### src/hdl/edt_pkg.sv
// constants and state type for the fpm/edo dram cycle sequencer
// assumes a 250 MHz system clock; memory clock arrives as enables
// Notes on behaviour
// RULE1 - one selectable memory clock sequences all pins
// RULE2 - column address held one cycle past cas
// RULE3 - ras rises within one cycle of cas
// RULE4 - writes keep cas low before ras rises
// RULE5 - random cycles start six cycles apart minimum
// RULE6 - one cycle from ras low to cas low
// RULE7 - row address held one cycle past ras
// RULE8 - reads keep write enable high around cas
// RULE9 - writes assert write enable around cas
// RULE10 - column address valid one cycle from ras
// RULE11 - column address no earlier than ras plus one
// RULE12 - column address two cycles before ras rises
// RULE13 - write enable held one cycle versus ras
// RULE14 - write enable before ras and cas rise
// RULE15 - write data held three cycles versus ras
// RULE16 - one cycle from ras high to cas low
// RULE17 - refresh cas before ras, held after
// RULE18 - cas stays low one cycle past ras
// RULE19 - write enable hold follows cas pulse width
// RULE20 - read sample point scales with cas cycles
// RULE21 - tick counters enforce every minimum spacing
package edt_pkg;
  localparam int unsigned SYS_CLK_PS = 4000;
  localparam int unsigned HOST_CLK_PS = 15000;
  // host clock period rounded up to whole system cycles
  localparam logic [3:0] HOST_DIV_CYCLES =
    4'((HOST_CLK_PS + SYS_CLK_PS - 1) / SYS_CLK_PS);
  localparam logic [3:0] RC_MIN_TICKS = 4'h6;
  localparam logic [3:0] RCD_MIN_TICKS = 4'h1;
  localparam logic [3:0] CAS_MIN_TICKS = 4'h1;
  localparam logic [3:0] RP_MIN_TICKS = 4'h2;
  localparam logic [3:0] CSR_TICKS = 4'h1;
  localparam logic [3:0] CHR_TICKS = 4'h1;
  localparam logic [3:0] CBR_RAS_REST_TICKS = 4'h2;
  localparam logic [11:0] ADDR_RST = 12'h000;
  localparam logic [63:0] DATA_RST = 64'h0000_0000_0000_0000;
  localparam logic [3:0] RAS_IDLE = 4'hF;
  localparam logic [7:0] CAS_IDLE = 8'hFF;
  typedef enum logic [3:0] {
    ST_IDLE,
    ST_ROW,
    ST_RAS,
    ST_COL,
    ST_CAS,
    ST_PRE,
    ST_CBR_CAS,
    ST_CBR_RAS,
    ST_CBR_HOLD
  } edt_state_t;
endpackage : edt_pkg

### src/hdl/edt_dram_seq.sv
// fpm/edo dram cycle sequencer: read, write and cas-before-ras refresh
// assumes the graphics double clock is an unrelated pin clock and the
// request side is synchronous to sys_clk_in
`timescale 1ns/1ns
module edt_dram_seq (
  input wire logic sys_clk_in,
  input wire logic rst_b_in,
  input wire logic clk_sel_graphics_in,
  input wire logic graphics_double_clock_in,
  input wire logic [3:0] cfg_rcd_in,
  input wire logic [3:0] cfg_cas_in,
  input wire logic [3:0] cfg_rp_in,
  input wire logic req_valid_in,
  input wire logic req_write_in,
  input wire logic req_refresh_in,
  input wire logic [1:0] req_bank_in,
  input wire logic [11:0] req_row_in,
  input wire logic [11:0] req_col_in,
  input wire logic [7:0] req_byte_en_in,
  input wire logic [63:0] req_wdata_in,
  input wire logic [63:0] mem_data_bus_in,
  output logic req_ready_out,
  output logic rd_valid_out,
  output logic [63:0] rd_data_out,
  output logic [3:0] row_strobe_n_out,
  output logic [7:0] col_strobe_n_out,
  output logic [11:0] mux_address_bus_out,
  output logic mem_write_enable_n_out,
  output logic [63:0] mem_data_bus_out,
  output logic mem_data_bus_oe_n_out
);

  function automatic logic [3:0] at_least(
    input logic [3:0] val,
    input logic [3:0] floor
  );
    at_least = (val < floor) ? floor : val;
  endfunction : at_least

  logic rst_s1_ff;
  logic rst_s2_ff;
  logic rst_b;
  logic [2:0] gclk_sync_ff;
  logic gclk_lvl_ff;
  logic [3:0] div_ff;
  logic tick_ff;
  logic tick;
  edt_pkg::edt_state_t state_ff;
  edt_pkg::edt_state_t nxt_state;
  logic [3:0] cnt_ff;
  logic [3:0] nxt_cnt;
  logic [3:0] rc_cnt_ff;
  logic pend_ff;
  logic wr_ff;
  logic ref_ff;
  logic [1:0] bank_ff;
  logic [11:0] row_ff;
  logic [11:0] col_ff;
  logic [7:0] be_ff;
  logic [63:0] wdata_ff;
  logic accept;
  logic [3:0] rcd_eff;
  logic [3:0] cas_eff;
  logic [3:0] rp_eff;

  assign rst_b = rst_s2_ff;
  assign tick = tick_ff;
  assign accept = req_valid_in & req_ready_out;
  assign rcd_eff = at_least(cfg_rcd_in, edt_pkg::RCD_MIN_TICKS); // [RULE21]
  assign cas_eff = at_least(cfg_cas_in, edt_pkg::CAS_MIN_TICKS); // [RULE21]
  assign rp_eff = at_least(cfg_rp_in, edt_pkg::RP_MIN_TICKS); // [RULE21]

  always_ff @(posedge sys_clk_in or negedge rst_b_in) begin
    if (!rst_b_in) begin
      rst_s1_ff <= 1'b0;
      rst_s2_ff <= 1'b0;
    end else begin
      rst_s1_ff <= 1'b1;
      rst_s2_ff <= rst_s1_ff;
    end
  end

  // pin clock is sampled; a level counts once stages two and three agree
  always_ff @(posedge sys_clk_in or negedge rst_b) begin
    if (!rst_b) begin
      gclk_sync_ff <= 3'h0;
      gclk_lvl_ff <= 1'b0;
    end else begin
      gclk_sync_ff <= {gclk_sync_ff[1:0], graphics_double_clock_in};
      if (gclk_sync_ff[1] == gclk_sync_ff[2]) begin
        gclk_lvl_ff <= gclk_sync_ff[2];
      end
    end
  end

  // one memory tick per selected clock period, all timing counts ticks
  always_ff @(posedge sys_clk_in or negedge rst_b) begin
    if (!rst_b) begin
      div_ff <= 4'h0;
      tick_ff <= 1'b0;
    end else begin
      if (div_ff >= edt_pkg::HOST_DIV_CYCLES - 4'h1) begin
        div_ff <= 4'h0;
      end else begin
        div_ff <= div_ff + 4'h1;
      end
      if (clk_sel_graphics_in) begin // [RULE1]
        tick_ff <= gclk_sync_ff[2] & gclk_sync_ff[1] & ~gclk_lvl_ff;
      end else begin
        tick_ff <= (div_ff >= edt_pkg::HOST_DIV_CYCLES - 4'h1);
      end
    end
  end

  // request latch; a taken request waits for the next tick
  always_ff @(posedge sys_clk_in or negedge rst_b) begin
    if (!rst_b) begin
      pend_ff <= 1'b0;
      wr_ff <= 1'b0;
      ref_ff <= 1'b0;
      bank_ff <= 2'h0;
      row_ff <= edt_pkg::ADDR_RST;
      col_ff <= edt_pkg::ADDR_RST;
      be_ff <= 8'h00;
      wdata_ff <= edt_pkg::DATA_RST;
    end else if (accept) begin
      pend_ff <= 1'b1;
      wr_ff <= req_write_in & ~req_refresh_in;
      ref_ff <= req_refresh_in;
      bank_ff <= req_bank_in;
      row_ff <= req_row_in;
      col_ff <= req_col_in;
      be_ff <= req_write_in ? req_byte_en_in : 8'hFF;
      wdata_ff <= req_wdata_in;
    end else if (tick && state_ff == edt_pkg::ST_IDLE &&
                 nxt_state != edt_pkg::ST_IDLE) begin
      pend_ff <= 1'b0;
    end
  end

  always_ff @(posedge sys_clk_in or negedge rst_b) begin
    if (!rst_b) begin
      req_ready_out <= 1'b0;
    end else begin
      req_ready_out <= ~pend_ff & ~accept &
                       (state_ff == edt_pkg::ST_IDLE);
    end
  end

  // ticks since the last cycle start, saturating at the cycle minimum
  always_ff @(posedge sys_clk_in or negedge rst_b) begin
    if (!rst_b) begin
      rc_cnt_ff <= edt_pkg::RC_MIN_TICKS;
    end else if (tick) begin
      if (state_ff == edt_pkg::ST_IDLE &&
          nxt_state != edt_pkg::ST_IDLE) begin
        rc_cnt_ff <= 4'h1;
      end else if (rc_cnt_ff < edt_pkg::RC_MIN_TICKS) begin
        rc_cnt_ff <= rc_cnt_ff + 4'h1;
      end
    end
  end

  always_comb begin
    nxt_state = state_ff;
    nxt_cnt = (cnt_ff > 4'h1) ? cnt_ff - 4'h1 : 4'h1;
    case (state_ff)
      edt_pkg::ST_IDLE: begin
        if (pend_ff && rc_cnt_ff >= edt_pkg::RC_MIN_TICKS) begin // [RULE5]
          if (ref_ff) begin
            nxt_state = edt_pkg::ST_CBR_CAS;
            nxt_cnt = edt_pkg::CSR_TICKS; // [RULE17]
          end else begin
            nxt_state = edt_pkg::ST_ROW;
            nxt_cnt = 4'h1;
          end
        end
      end
      edt_pkg::ST_ROW: begin
        nxt_state = edt_pkg::ST_RAS;
        nxt_cnt = rcd_eff; // [RULE6] [RULE7]
      end
      edt_pkg::ST_RAS: begin
        if (cnt_ff == 4'h1) begin
          nxt_state = edt_pkg::ST_COL; // [RULE11]
          nxt_cnt = 4'h1;
        end
      end
      edt_pkg::ST_COL: begin
        nxt_state = edt_pkg::ST_CAS;
        nxt_cnt = cas_eff; // [RULE12] [RULE19]
      end
      edt_pkg::ST_CAS: begin
        if (cnt_ff == 4'h1) begin
          nxt_state = edt_pkg::ST_PRE; // [RULE3] [RULE4]
          nxt_cnt = rp_eff;
        end
      end
      edt_pkg::ST_CBR_CAS: begin
        if (cnt_ff == 4'h1) begin
          nxt_state = edt_pkg::ST_CBR_RAS;
          nxt_cnt = edt_pkg::CHR_TICKS; // [RULE18]
        end
      end
      edt_pkg::ST_CBR_RAS: begin
        if (cnt_ff == 4'h1) begin
          nxt_state = edt_pkg::ST_CBR_HOLD;
          nxt_cnt = edt_pkg::CBR_RAS_REST_TICKS;
        end
      end
      edt_pkg::ST_CBR_HOLD: begin
        if (cnt_ff == 4'h1) begin
          nxt_state = edt_pkg::ST_PRE;
          nxt_cnt = rp_eff;
        end
      end
      edt_pkg::ST_PRE: begin
        // precharge also keeps cas high after ras rises
        if (cnt_ff == 4'h1) begin
          nxt_state = edt_pkg::ST_IDLE; // [RULE16]
          nxt_cnt = 4'h1;
        end
      end
      default: begin
        nxt_state = edt_pkg::ST_IDLE;
        nxt_cnt = 4'h1;
      end
    endcase
  end

  always_ff @(posedge sys_clk_in or negedge rst_b) begin
    if (!rst_b) begin
      state_ff <= edt_pkg::ST_IDLE;
      cnt_ff <= 4'h1;
    end else if (tick) begin // [RULE21]
      state_ff <= nxt_state;
      cnt_ff <= nxt_cnt;
    end
  end

  // strobes follow the next state so every pin changes on one tick
  always_ff @(posedge sys_clk_in or negedge rst_b) begin
    if (!rst_b) begin
      row_strobe_n_out <= edt_pkg::RAS_IDLE;
      col_strobe_n_out <= edt_pkg::CAS_IDLE;
    end else if (tick) begin
      case (nxt_state)
        edt_pkg::ST_RAS,
        edt_pkg::ST_COL: begin
          row_strobe_n_out <= ~(4'h1 << bank_ff);
          col_strobe_n_out <= edt_pkg::CAS_IDLE;
        end
        edt_pkg::ST_CAS: begin
          row_strobe_n_out <= ~(4'h1 << bank_ff); // [RULE10]
          col_strobe_n_out <= ~be_ff;
        end
        edt_pkg::ST_CBR_CAS: begin
          row_strobe_n_out <= edt_pkg::RAS_IDLE;
          col_strobe_n_out <= 8'h00; // [RULE17]
        end
        edt_pkg::ST_CBR_RAS: begin
          row_strobe_n_out <= 4'h0;
          col_strobe_n_out <= 8'h00; // [RULE18]
        end
        edt_pkg::ST_CBR_HOLD: begin
          row_strobe_n_out <= 4'h0;
          col_strobe_n_out <= edt_pkg::CAS_IDLE;
        end
        default: begin
          // after a read or write ras and cas rise together, well inside the one cycle limit; after refresh cas is already high
          row_strobe_n_out <= edt_pkg::RAS_IDLE; // [RULE3]
          col_strobe_n_out <= edt_pkg::CAS_IDLE;
        end
      endcase
    end
  end

  // row address stays through the ras tick, column through the cas pulse
  always_ff @(posedge sys_clk_in or negedge rst_b) begin
    if (!rst_b) begin
      mux_address_bus_out <= edt_pkg::ADDR_RST;
    end else if (tick) begin
      case (nxt_state)
        edt_pkg::ST_ROW: mux_address_bus_out <= row_ff;
        edt_pkg::ST_COL: mux_address_bus_out <= col_ff; // [RULE7] [RULE11]
        default: begin
          // held unchanged, covering the column hold past cas
          mux_address_bus_out <= mux_address_bus_out; // [RULE2]
        end
      endcase
    end
  end

  // write enable spans row to cas end, so its hold tracks cas width
  always_ff @(posedge sys_clk_in or negedge rst_b) begin
    if (!rst_b) begin
      mem_write_enable_n_out <= 1'b1;
    end else if (tick) begin
      case (nxt_state)
        edt_pkg::ST_ROW,
        edt_pkg::ST_RAS,
        edt_pkg::ST_COL,
        edt_pkg::ST_CAS: begin
          // reads keep it high the whole time [RULE8]
          mem_write_enable_n_out <= ~wr_ff; // [RULE9] [RULE13] [RULE14]
        end
        default: mem_write_enable_n_out <= 1'b1; // [RULE19]
      endcase
    end
  end

  // write data driven from row tick until precharge ends
  always_ff @(posedge sys_clk_in or negedge rst_b) begin
    if (!rst_b) begin
      mem_data_bus_out <= edt_pkg::DATA_RST;
      mem_data_bus_oe_n_out <= 1'b1;
    end else if (tick) begin
      if (nxt_state == edt_pkg::ST_ROW && wr_ff) begin
        mem_data_bus_out <= wdata_ff;
        mem_data_bus_oe_n_out <= 1'b0;
      end else if (nxt_state == edt_pkg::ST_IDLE) begin
        mem_data_bus_oe_n_out <= 1'b1; // [RULE15]
      end
    end
  end

  // read data sampled at the last tick of the programmed cas pulse
  always_ff @(posedge sys_clk_in or negedge rst_b) begin
    if (!rst_b) begin
      rd_valid_out <= 1'b0;
      rd_data_out <= edt_pkg::DATA_RST;
    end else begin
      rd_valid_out <= 1'b0;
      if (tick && state_ff == edt_pkg::ST_CAS &&
          nxt_state == edt_pkg::ST_PRE && !wr_ff) begin
        rd_valid_out <= 1'b1; // [RULE20]
        rd_data_out <= mem_data_bus_in;
      end
    end
  end

endmodule : edt_dram_seq

### config.mk
export PLATFORM = sky130hd
export DESIGN_NAME = edt_dram_seq
export DESIGN_NICKNAME = d
export VERILOG_FILES = /design/src/hdl/edt_pkg.sv /design/src/hdl/edt_dram_seq.sv
export SDC_FILE = /design/constraint.sdc
export NUM_CORES = 1
export LEC_CHECK = 0
export ABC_CLOCK_PERIOD_IN_PS = 11400
export BUFFER_PORTS_ARGS = -buffer_cell sky130_fd_sc_hd__buf_2
export CORE_MARGIN = 4
export CORE_UTILIZATION = 45
export CTS_BUF_LIST = sky130_fd_sc_hd__clkbuf_16
export CTS_CLUSTER_SIZE = 20
export DETAILED_ROUTE_END_ITERATION = 12
export GPL_TIMING_DRIVEN = 0
export HOLD_SLACK_MARGIN = 0.12
export PLACE_DENSITY = 0.76
export SLEW_MARGIN = 20
export SYNTH_ARGS = -nofsm -noshare
export SYNTH_HDL_FRONTEND = slang
export SYNTH_SLANG_ARGS = --single-unit
### constraint.sdc
create_clock -name sys_clk_in -period 11.4 [get_ports sys_clk_in]
set_input_delay 1.14 -clock sys_clk_in [delete_from_list [all_inputs] [get_ports sys_clk_in]]
set_output_delay 1.14 -clock sys_clk_in [all_outputs]
set_load 0.02 [all_outputs]
* Word-level counts from Yosys, hierarchy flattened
Cells that the tools add are included.
Cells by class: reduce and logical (&&, ||, !) cells 26, muxes and demuxes 31, eq/ne operators 18, shift operators 1, magnitude comparators 7, add/sub/neg operators 3, bitwise logic cells 13
Operator list (number):
- two-way mux 4 bit | 17
- == test 4 x 3 -> 1 bit, second input constant | 8
- case mux 4 bit (8 select lines) | 1
- case mux 12 bit (2 select lines) | 1
- case mux 4 bit (6 select lines) | 1
- == test 4 x 2 -> 1 bit, second input constant | 4
- case mux 8 bit (2 select lines) | 1
- == test 4 x 1 -> 1 bit, second input constant | 3
- adder 4 x 1 -> 4 bit, second input constant | 2
- == test 4 bit, second input constant | 2
- logical AND 1 bit | 8
- logical NOT 4 bit | 2
- < comparator 4 x 1 -> 1 bit, second input constant | 2
- two-way mux 8 bit | 1
- inverter 8 bit | 1
- case mux 4 bit (2 select lines) | 1
- AND reduction 2 bit | 4
- nonzero test 2 bit | 4
- two-way mux 1 bit | 7
- AND 1 bit | 6
- OR reduction 2 bit | 3
- OR reduction 3 bit | 2
- inverter 1 bit | 5
- greater-or-equal comparator 4 x 2 -> 1 bit, second input constant | 1
- other kinds (12) | 12
Word-level totals: register bits 280, output and inout port bits 156, bits of input ports 181

* Depth between registers and ports, before layout
Gate-level depths: netlist of the first run.
depth in word-level cells 8, mapped depth 11

* Worst setup path before layout of the first run
Ideal clock, no wire load.
path kind reg2reg, start point reg cnt_ff[0], end point reg rd_data_out[14], clock period less this slack 2697 ps, library setup time 125 ps, slack 8703 ps, stages on the path, launching flop included 11, data arrival time 2571 ps, buffers on the path 3, cells stage by stage dfstp_2 -> ha_1 -> or3b_1 -> buf_2 -> a21oi_2 -> a2111o_2 -> nand3_1 -> or4_4 -> buf_6 -> buf_6 -> mux2_4
On the way: cells in the longest elaborated chain, start to end 6
Ends and longest elaborated chain:
- start, declared | RTL line edt_dram_seq.sv:50 | logic [3:0] cnt_ff;
- start signal, assigned | RTL line edt_dram_seq.sv:237 | cnt_ff <= nxt_cnt;
- == test 4 x 1 -> 1 bit (*)
- two-way mux 4 bit (on tied branches)
- case mux 4 bit (8 select lines) (*) | RTL line edt_dram_seq.sv:167 | case (state_ff)
- == test 4 x 3 -> 1 bit (*) | RTL line edt_dram_seq.sv:335 | nxt_state == edt_pkg::ST_PRE && !wr_ff) begin
- logical AND 1 bit (*) | RTL line edt_dram_seq.sv:334 | if (tick && state_ff == edt_pkg::ST_CAS &&
- logical AND 1 bit (*) | RTL line edt_dram_seq.sv:335
- end signal, assigned | RTL line edt_dram_seq.sv:331 | rd_data_out <= edt_pkg::DATA_RST;
- end signal, assigned | RTL line edt_dram_seq.sv:337 | rd_data_out <= mem_data_bus_in;
- end, declared | RTL line edt_dram_seq.sv:24 | output logic [63:0] rd_data_out,
Every way passes the cells marked *; elsewhere a longest branch is shown, timed or not. A chain may end at the register's enable or synchronous reset.

* Worst setup path in the final report of the first run
start point reg cnt_ff[0], end point reg mem_data_bus_out[58]
On the way: cells in the longest elaborated chain, start to end 6
Ends and longest elaborated chain:
- == test 4 x 1 -> 1 bit (*)
- two-way mux 4 bit (on tied branches)
- case mux 4 bit (8 select lines) (*) | RTL line edt_dram_seq.sv:167
- == test 4 x 1 -> 1 bit (*) | RTL line edt_dram_seq.sv:318 | if (nxt_state == edt_pkg::ST_ROW && wr_ff) begin
- logical AND 1 bit (*) | RTL line edt_dram_seq.sv:318
- AND reduction 2 bit (no source line) (*)
- end signal, assigned | RTL line edt_dram_seq.sv:315 | mem_data_bus_out <= edt_pkg::DATA_RST;
- end signal, assigned | RTL line edt_dram_seq.sv:319 | mem_data_bus_out <= wdata_ff;
- end, declared | RTL line edt_dram_seq.sv:29 | output logic [63:0] mem_data_bus_out,
Marks and branches as above.

==> reports/qor.txt, run 1 <==
DIE WIDTH = 168.7 µm
Worst-margin pin slew = 0.8041 ns
Hold buffers post-CTS = 0
CTS sink count = 280
# Post-CTS Setup Buffers = 0
Vias in the first global route = 8257
Max-cap violations = 0
Sw frac = 34.52%
Core Area = 25330 µm²
Clock Skew = 0.01745 ns
Clock power frac = 22.4%
Slowest CP cell = nor4b_1
DRC Markers = 0
CP cell instances = ha_1 -> nor4b_1 -> nand3_1 -> o311ai_4 -> nand3_1 -> or3_1 -> buf_6 -> buf_6 -> mux2_4
CP Capture Type = flip-flop
Status = completed
Row count = 58
CP required = 11.82 ns
Static Leakage = 0.007667 µW
Final WL = 28670 µm
Pre-antenna DRT Iters = 4
Worst setup path endpoint = mem_data_bus_out[58]
Max incr delay on CP = 0.56 ns
Final setup TNS = 0 ns
Final Hold Vio Count = 0
Reg2reg path depth = 9
Sw Pwr = 1469 µW
Reg2reg start = cnt_ff[0]
Mapped Cells = 778
Pwr dens = 286.5 nW/µm²
Clock root buffer = clkbuf_16
Relative slew slack = 46.39%
TritonCTS clock tree = built
Vias/cell = 5.107
IO Port Bufs = 335
Mean Syn Cell Area = 14.94 µm²
Die H = 168.7 µm
Sum of buffers and inverters on the critical path = 2
CP Class = reg -> reg
Iter 0 DRT Violations = 473
RR Endpoint = mem_data_bus_out[58]
Cell taking the most area after synthesis = dfrtp_1
DPL Wire Length = 21220 µm
Layout cell share with drive strength beyond 1 = 55.54%
Crit path from = cnt_ff[0]
Top Family by Delay on Critical Path = simple AND/OR/NAND/NOR gates
Max Freq = 312.0 MHz
Worst path depth = 9
CTS clock-pin slew for the worst setup and hold paths = 0.06 ns
Critical path data arrival time = 3.63 ns
Hold_ws = 0.1540 ns
Largest net degree at the start of global routing = 55
Post-synthesis async set-or-reset flop share = 100.0%
HP Class = reg -> async
Worst Setup Start Kind = flip-flop
Distinct cells, synth = 52
Comb pwr share = 37.8%
EDFF count, synth = 0
Area growth syn-to-layout = 27.82%
Finished Cell Area = 14860 µm²
Internal Power = 2787 µW
DIE AREA = 28460 µm²
RSZ-0062 raised after global routing = false
First-pass GRT wire length = 44970 µm
Main synth FF type = dfrtp_1
GRT Residual Overflow = 0
Part of the cycle the worst path needs = 28.11%
Cell Area, Placed = 13870 µm²
Reg-to-reg slack, setup = 8.19 ns
Area contributors post-synth = dfrtp_1 (57%), mux2_4 (13%), mux2_2 (12%)
IO Count = 337
Skew-Pair Late Insertion Delay = 0.55 ns
Post-CTS Resized = 0
Crit path time final = 3.205 ns
Seq/Total Area, Yosys = 60.47%
Initial antenna violation count = 5
Post-route ant nets = 0
Ys Warns = 0
Overall Global Routing Usage = 19.54%
Clock Tree Buf Depth = 3
Starting Density = 45.89%
WL/cell = 19.01 µm
Nets@finish = 1339
CP Max Fanout = 10
Depth of the CTS H-tree = 1
Total CTS buffers = 30
Post-synthesis sequential element count = 280
Routability congestion estimate from global placement = 0.8531
Seq pwr share = 39.7%
Final Slew Violations = 0
Mapped Area = 11620 µm²
Synth top area share = 56.63%
Setup violators final = 0
Worst VDD drop = 183.8 µV
Via count = 7701
-- routing by layer --
metal / GRT usage (%) / vias to the layer above / wire [µm]
li1: - / 3526 / -
met1: 24.24 / 3819 / 11190
met2: 33.55 / 299 / 14160
met3: 5.488 / 55 / 2497
met4: 5.646 / 2 / 801
met5: 0 / - / 20
-- area by class of cell --
cell class	instances	area, µm²
Clock buffer	30	750.7
Multi-Input combinational cell	437	4255
Inverter	18	67.56
Sequential cell	280	7032
Buffer	44	275.3
Tap cell	330	412.9
Fill cell	1989	10470
Clock inverter	24	225.2
Timing Repair Buffer	341	1827
Antenna cell	4	10.01
-- registers in the layout (all words and copies together) (netlist names), 8 cells and up --
register / flops
be_ff: 8
col_ff: 12
col_strobe_n_out: 8
mem_data_bus_out: 64
mux_address_bus_out: 12
rd_data_out: 64
row_ff: 12
wdata_ff: 64
-- worst min-delay path by stage --
stage | startpoint | endpoint | slack [ns]
floorplan | gclk_sync_ff[0] | gclk_sync_ff[1] | 0.33
global placement | gclk_sync_ff[0] | gclk_sync_ff[1] | 0.33
detailed placement | rst_b | mem_data_bus_out[56] | 0.15
CTS | rst_b | mem_data_bus_out[56] | 0.16
global route | rst_b | mem_data_bus_out[56] | 0.17
finish | rst_b | mem_data_bus_out[56] | 0.15
-- placed cells by master (no fill, tap or decap), types with 13 or more instances in the layout --
cell type | Yosys | routed
inv_1 | 18 | 25
mux2i_1 | 13 | 13
buf_2 | 4 | 339
clkbuf_1 | 26 | 26
clkbuf_16 | 0 | 30
a21oi_1 | 24 | 24
mux2_4 | 98 | 98
nor2_1 | 43 | 43
dfrtp_1 | 263 | 262
buf_6 | 14 | 14
mux2_2 | 126 | 126
dfstp_2 | 17 | 17
-- metrics by stage --
step	std cells	util (%)	setup WS (ns)	power, µW
2_1_floorplan	779	-	3.049	2799
3_3_place_gp	1444	54.15	0.1044	3246
3_5_place_dp	1450	54.76	8.029	3320
4_1_cts	1504	58.62	8.228	4300
5_1_grt	1508	58.66	8.126	4499
6_report	1508	58.66	8.195	4257
-- synth_stat cells, types with 6 or more instances --
cell type  count
a21oi_1       24
a31oi_1       12
buf_6         14
clkbuf_1      26
dfrtp_1      263
dfstp_2       17
ha_1           6
inv_1         18
mux2_2       126
mux2_4        98
mux2i_1       13
nand2_1       12
nand3_1       12
nor2_1        43
o21ai_0       10
o22a_1         8
-- power by group through the flow --
| stage | Combinational (µW) | Clock [µW] | Sequential [µW] |
|---|---|---|---|
| 2_1_floorplan | 828 | 0 | 1970 |
| 3_3_place_gp | 1550 | 0 | 1700 |
| 3_5_place_dp | 1610 | 0 | 1700 |
| 4_1_cts | 1630 | 981 | 1690 |
| 5_1_grt | 1730 | 1030 | 1750 |
| 6_report | 1610 | 955 | 1690 |
-- cells by family after synthesis --
family,count (synthesis),share of synthesized area (%)
muxes,237,25.99
adders and majority gates,6,0.6459
DFF,280,60.47
AOI/OAI and AO/OA,88,5.512
buffers and inverters,62,2.950
other,2,0.06462
and+or+nand+nor,103,4.371
-- worst register-to-register path, stage by stage, from the launching register on --
cell      delay (ns)
dfstp_2         0.54
ha_1            0.21
nor4b_1         0.56
nand3_1         0.24
o311ai_4        0.17
nand3_1         0.16
or3_1           0.49
buf_6           0.21
buf_6           0.18
mux2_4          0.32
No activity file was read; power rests on OpenSTA's default activity.
==> inputs of run 2 (changes only) <==
--- a/config.mk
+++ b/config.mk
@@ -5,7 +5,7 @@
 export SDC_FILE = /design/constraint.sdc
 export NUM_CORES = 1
 export LEC_CHECK = 0
-export ABC_CLOCK_PERIOD_IN_PS = 11400
+export ABC_CLOCK_PERIOD_IN_PS = 2700
 export BUFFER_PORTS_ARGS = -buffer_cell sky130_fd_sc_hd__buf_2
 export CORE_MARGIN = 4
 export CORE_UTILIZATION = 45
@@ -14,7 +14,7 @@
 export DETAILED_ROUTE_END_ITERATION = 12
 export GPL_TIMING_DRIVEN = 0
 export HOLD_SLACK_MARGIN = 0.12
-export PLACE_DENSITY = 0.76
+export PLACE_DENSITY = 0.79
 export SLEW_MARGIN = 20
 export SYNTH_ARGS = -nofsm -noshare
 export SYNTH_HDL_FRONTEND = slang
==> constraint.sdc (replaced) <==
create_clock -name sys_clk_in -period 2.7 [get_ports sys_clk_in]
set_input_delay 0.27 -clock sys_clk_in [delete_from_list [all_inputs] [get_ports sys_clk_in]]
set_output_delay 0.27 -clock sys_clk_in [all_outputs]
set_load 0.02 [all_outputs]
==> reports/qor.txt, run 2 (synthesis results as in run 1) <==
Setup violators final = 104 (+104)
Layout cell share with drive strength beyond 1 = 50.00% (-5.5 points)
Area growth syn-to-layout = 46.50%
Final Slew Violations = 0 (unchanged)
Final setup margin = -0.09763 ns (-8.293 ns)
Worst-margin pin slew = 0.8602 ns (+0.05601 ns)
Vias/cell = 5.170 (+1.2%)
Cell Area, Placed = 13840 µm² (-0.20%)
IO Count = 337 (unchanged)
Depth of the CTS H-tree = 1 (unchanged)
Reg2reg start = cnt_ff[0]
Status = finished with violations
GRT Residual Overflow = 0 (unchanged)
Max incr delay on CP = 0.56 ns (about the same)
HP Class = in -> reg
CP Max Fanout = 5 (-5)
Post-route ant nets = 0 (unchanged)
Pre-antenna DRT Iters = 5 (+1)
Max Freq = 357.4 MHz (+15%)
DPL Wire Length = 21610 µm (+1.9%)
Skew-Pair Late Insertion Delay = 0.55 ns (about the same)
Failing checks = negative setup slack
Fin cells = 1700 (+13%)
Reg-to-reg slack, setup = -0.1 ns (-8.29 ns)
CP Class = reg -> reg
Total CTS buffers = 29 (-3.3%)
Finished Cell Area = 17030 µm² (+15%)
Top Registers = mem_data_bus_out (64), rd_data_out (64), wdata_ff (64)
Nets@finish = 1532 (+14%)
Pwr dens = 1094 nW/µm² (+280%)
DIE AREA = 28460 µm² (unchanged)
Crit path time final = 2.798 ns (-0.4074 ns)
Slowest CP cell = dfstp_2
Overall Global Routing Usage = 23.12% (+3.6 points)
CP Capture Type = flip-flop
IO Port Bufs = 335 (unchanged)
Vias in the first global route = 9523 (+15%)
First-pass GRT wire length = 52850 µm (+18%)
Initial antenna violation count = 1 (-4)
RSZ-0062 raised after global routing = true
DIE WIDTH = 168.7 µm (unchanged)
Commonest non-fill, non-tap cell in the layout = buf_2
Hold EP = be_ff[7]
Fillers = 1653 (-17%)
Part of the cycle the worst path needs = 103.6% (+76 points)
Relative slew slack = 42.66% (-3.7 points)
Max-cap violations = 0 (unchanged)
HP Start = req_write_in
Critical path data arrival time = 3.23 ns (-0.40 ns)
Iter 0 DRT Violations = 502 (+6.1%)
TritonCTS clock tree = built
CP required = 3.13 ns (-8.69 ns)
Clock Tree Buf Depth = 3 (unchanged)
Top Family by Delay on Critical Path = simple AND/OR/NAND/NOR gates
Final Core Density = 67.23% (+8.6 points)
Die H = 168.7 µm (unchanged)
Clock Skew = 0.01169 ns (-0.005765 ns)
CTS sink count = 280 (unchanged)
Worst VDD drop = 935.8 µV (+410%)
Starting Density = 45.89% (unchanged)
CP cell instances = ha_4 -> or3b_4 -> a2111oi_4 -> o21ai_2 -> or3_4 -> clkbuf_16 -> buf_12 -> mux2_4
RR Endpoint = mem_data_bus_out[59]
DRC Markers = 0 (unchanged)
WHS Path Cells = 2
Reg2reg path depth = 8 (-1)
WL/cell = 20.50 µm (+7.8%)
Clock root buffer = clkbuf_16
Worst Setup Start Kind = flip-flop
Final Hold Vio Count = 0 (unchanged)
Static Leakage = 0.008622 µW (+12%)
Row count = 58 (unchanged)
Sum of buffers and inverters on the critical path = 2 (unchanged)
Via count = 8789 (+14%)
Core Area = 25330 µm² (unchanged)
CTS clock-pin slew for the worst setup and hold paths = 0.06 ns (about the same)
Placed Instances = 1449 (-0.069%)
Routability congestion estimate from global placement = 0.8609 (+0.91%)
Largest net degree at the start of global routing = 60 (+9.1%)
Final WL = 34850 µm (+22%)
Commonest non-fill, non-tap cells in the layout = buf_2 (336), dfrtp_1 (262), dlygate4sd3_1 (171)
[run 2: worst max path at each step]
stage	start	endpoint	slack [ns]	depth (start not counted)
finish	cnt_ff[0]	mem_data_bus_out[59]	-0.1	8
global route	cnt_ff[0]	mem_data_bus_out[55]	-0.16	8
CTS	cnt_ff[0]	mem_data_bus_out[58]	-0.1	9
detailed placement	cnt_ff[0]	mem_data_bus_out[60]	-0.49	9
global placement	rst_b	rd_data_out[4]	-1.01	0
floorplan	rst_b	bank_ff[0]	-0.09	0
[run 2: where the power goes]
| part | internal (µW) | total [µW] | switching, µW |
|---|---|---|---|
| Sequential | 6120 | 7290 | 1180 |
| Combinational | 3730 | 7530 | 3790 |
| Clock | 2140 | 3810 | 1670 |
[run 2: what timing repair did]
action / 4_1_cts / 5_1_grt
resized for setup: 30 / 19
endpoints found under the setup margin: 142 / 137
buffers inserted: 9 / 7
pin swaps: 1 / 1
hold buffers: 171 / 0
hold endpoints to repair: 170 / 0
gates cloned: 0 / 10
[run 2: stage by stage]
step	hold slack [ns]	total power, µW	setup TNS [ns]	worst slack [ns]
after global routing	0.1347	19610	-15.41	-0.1643
final	0.1323	18630	-7.715	-0.09763
after detailed placement	0.05949	13980	-55.00	-0.4891
after CTS	0.1208	18290	-7.562	-0.09817
after floorplan	-0.02559	11810	-22.78	-0.08730
after global placement	0.05498	13680	-306.88	-1.012
[run 2: layer usage]
metal,global-route usage [%],wire length [µm]
met1,27.51,12930
met2,40.93,17850
met3,5.465,2679
met5,0,0
met4,8.398,1390
[run 2: final cells by class]
| class | count | area, µm² | area share, % |
|---|---|---|---|
| clock buffers | 29 | 725.7 | 4.262 |
| well taps | 330 | 412.9 | 2.425 |
| inverters | 18 | 67.56 | 0.3968 |
| plain buffers | 42 | 387.9 | 2.278 |
| repair buffers | 537 | 3901 | 22.91 |
| diodes | 2 | 5.005 | 0.02939 |
| multi-input cells | 437 | 4317 | 25.35 |
| flip-flops and latches | 280 | 7032 | 41.30 |
| clock inverters | 25 | 177.7 | 1.044 |
[run 2: worst reg2reg max path, delay by kind of cell, from the launching register on]
| family | cells | cell delay [ns] |
|---|---|---|
| muxes | 1 | 0.31 |
| adders and majority gates | 1 | 0.15 |
| and+or+nand+nor | 2 | 0.84 |
| DFF | 1 | 0.56 |
| AOI/OAI and AO/OA | 2 | 0.48 |
| buffers and inverters | 2 | 0.35 |
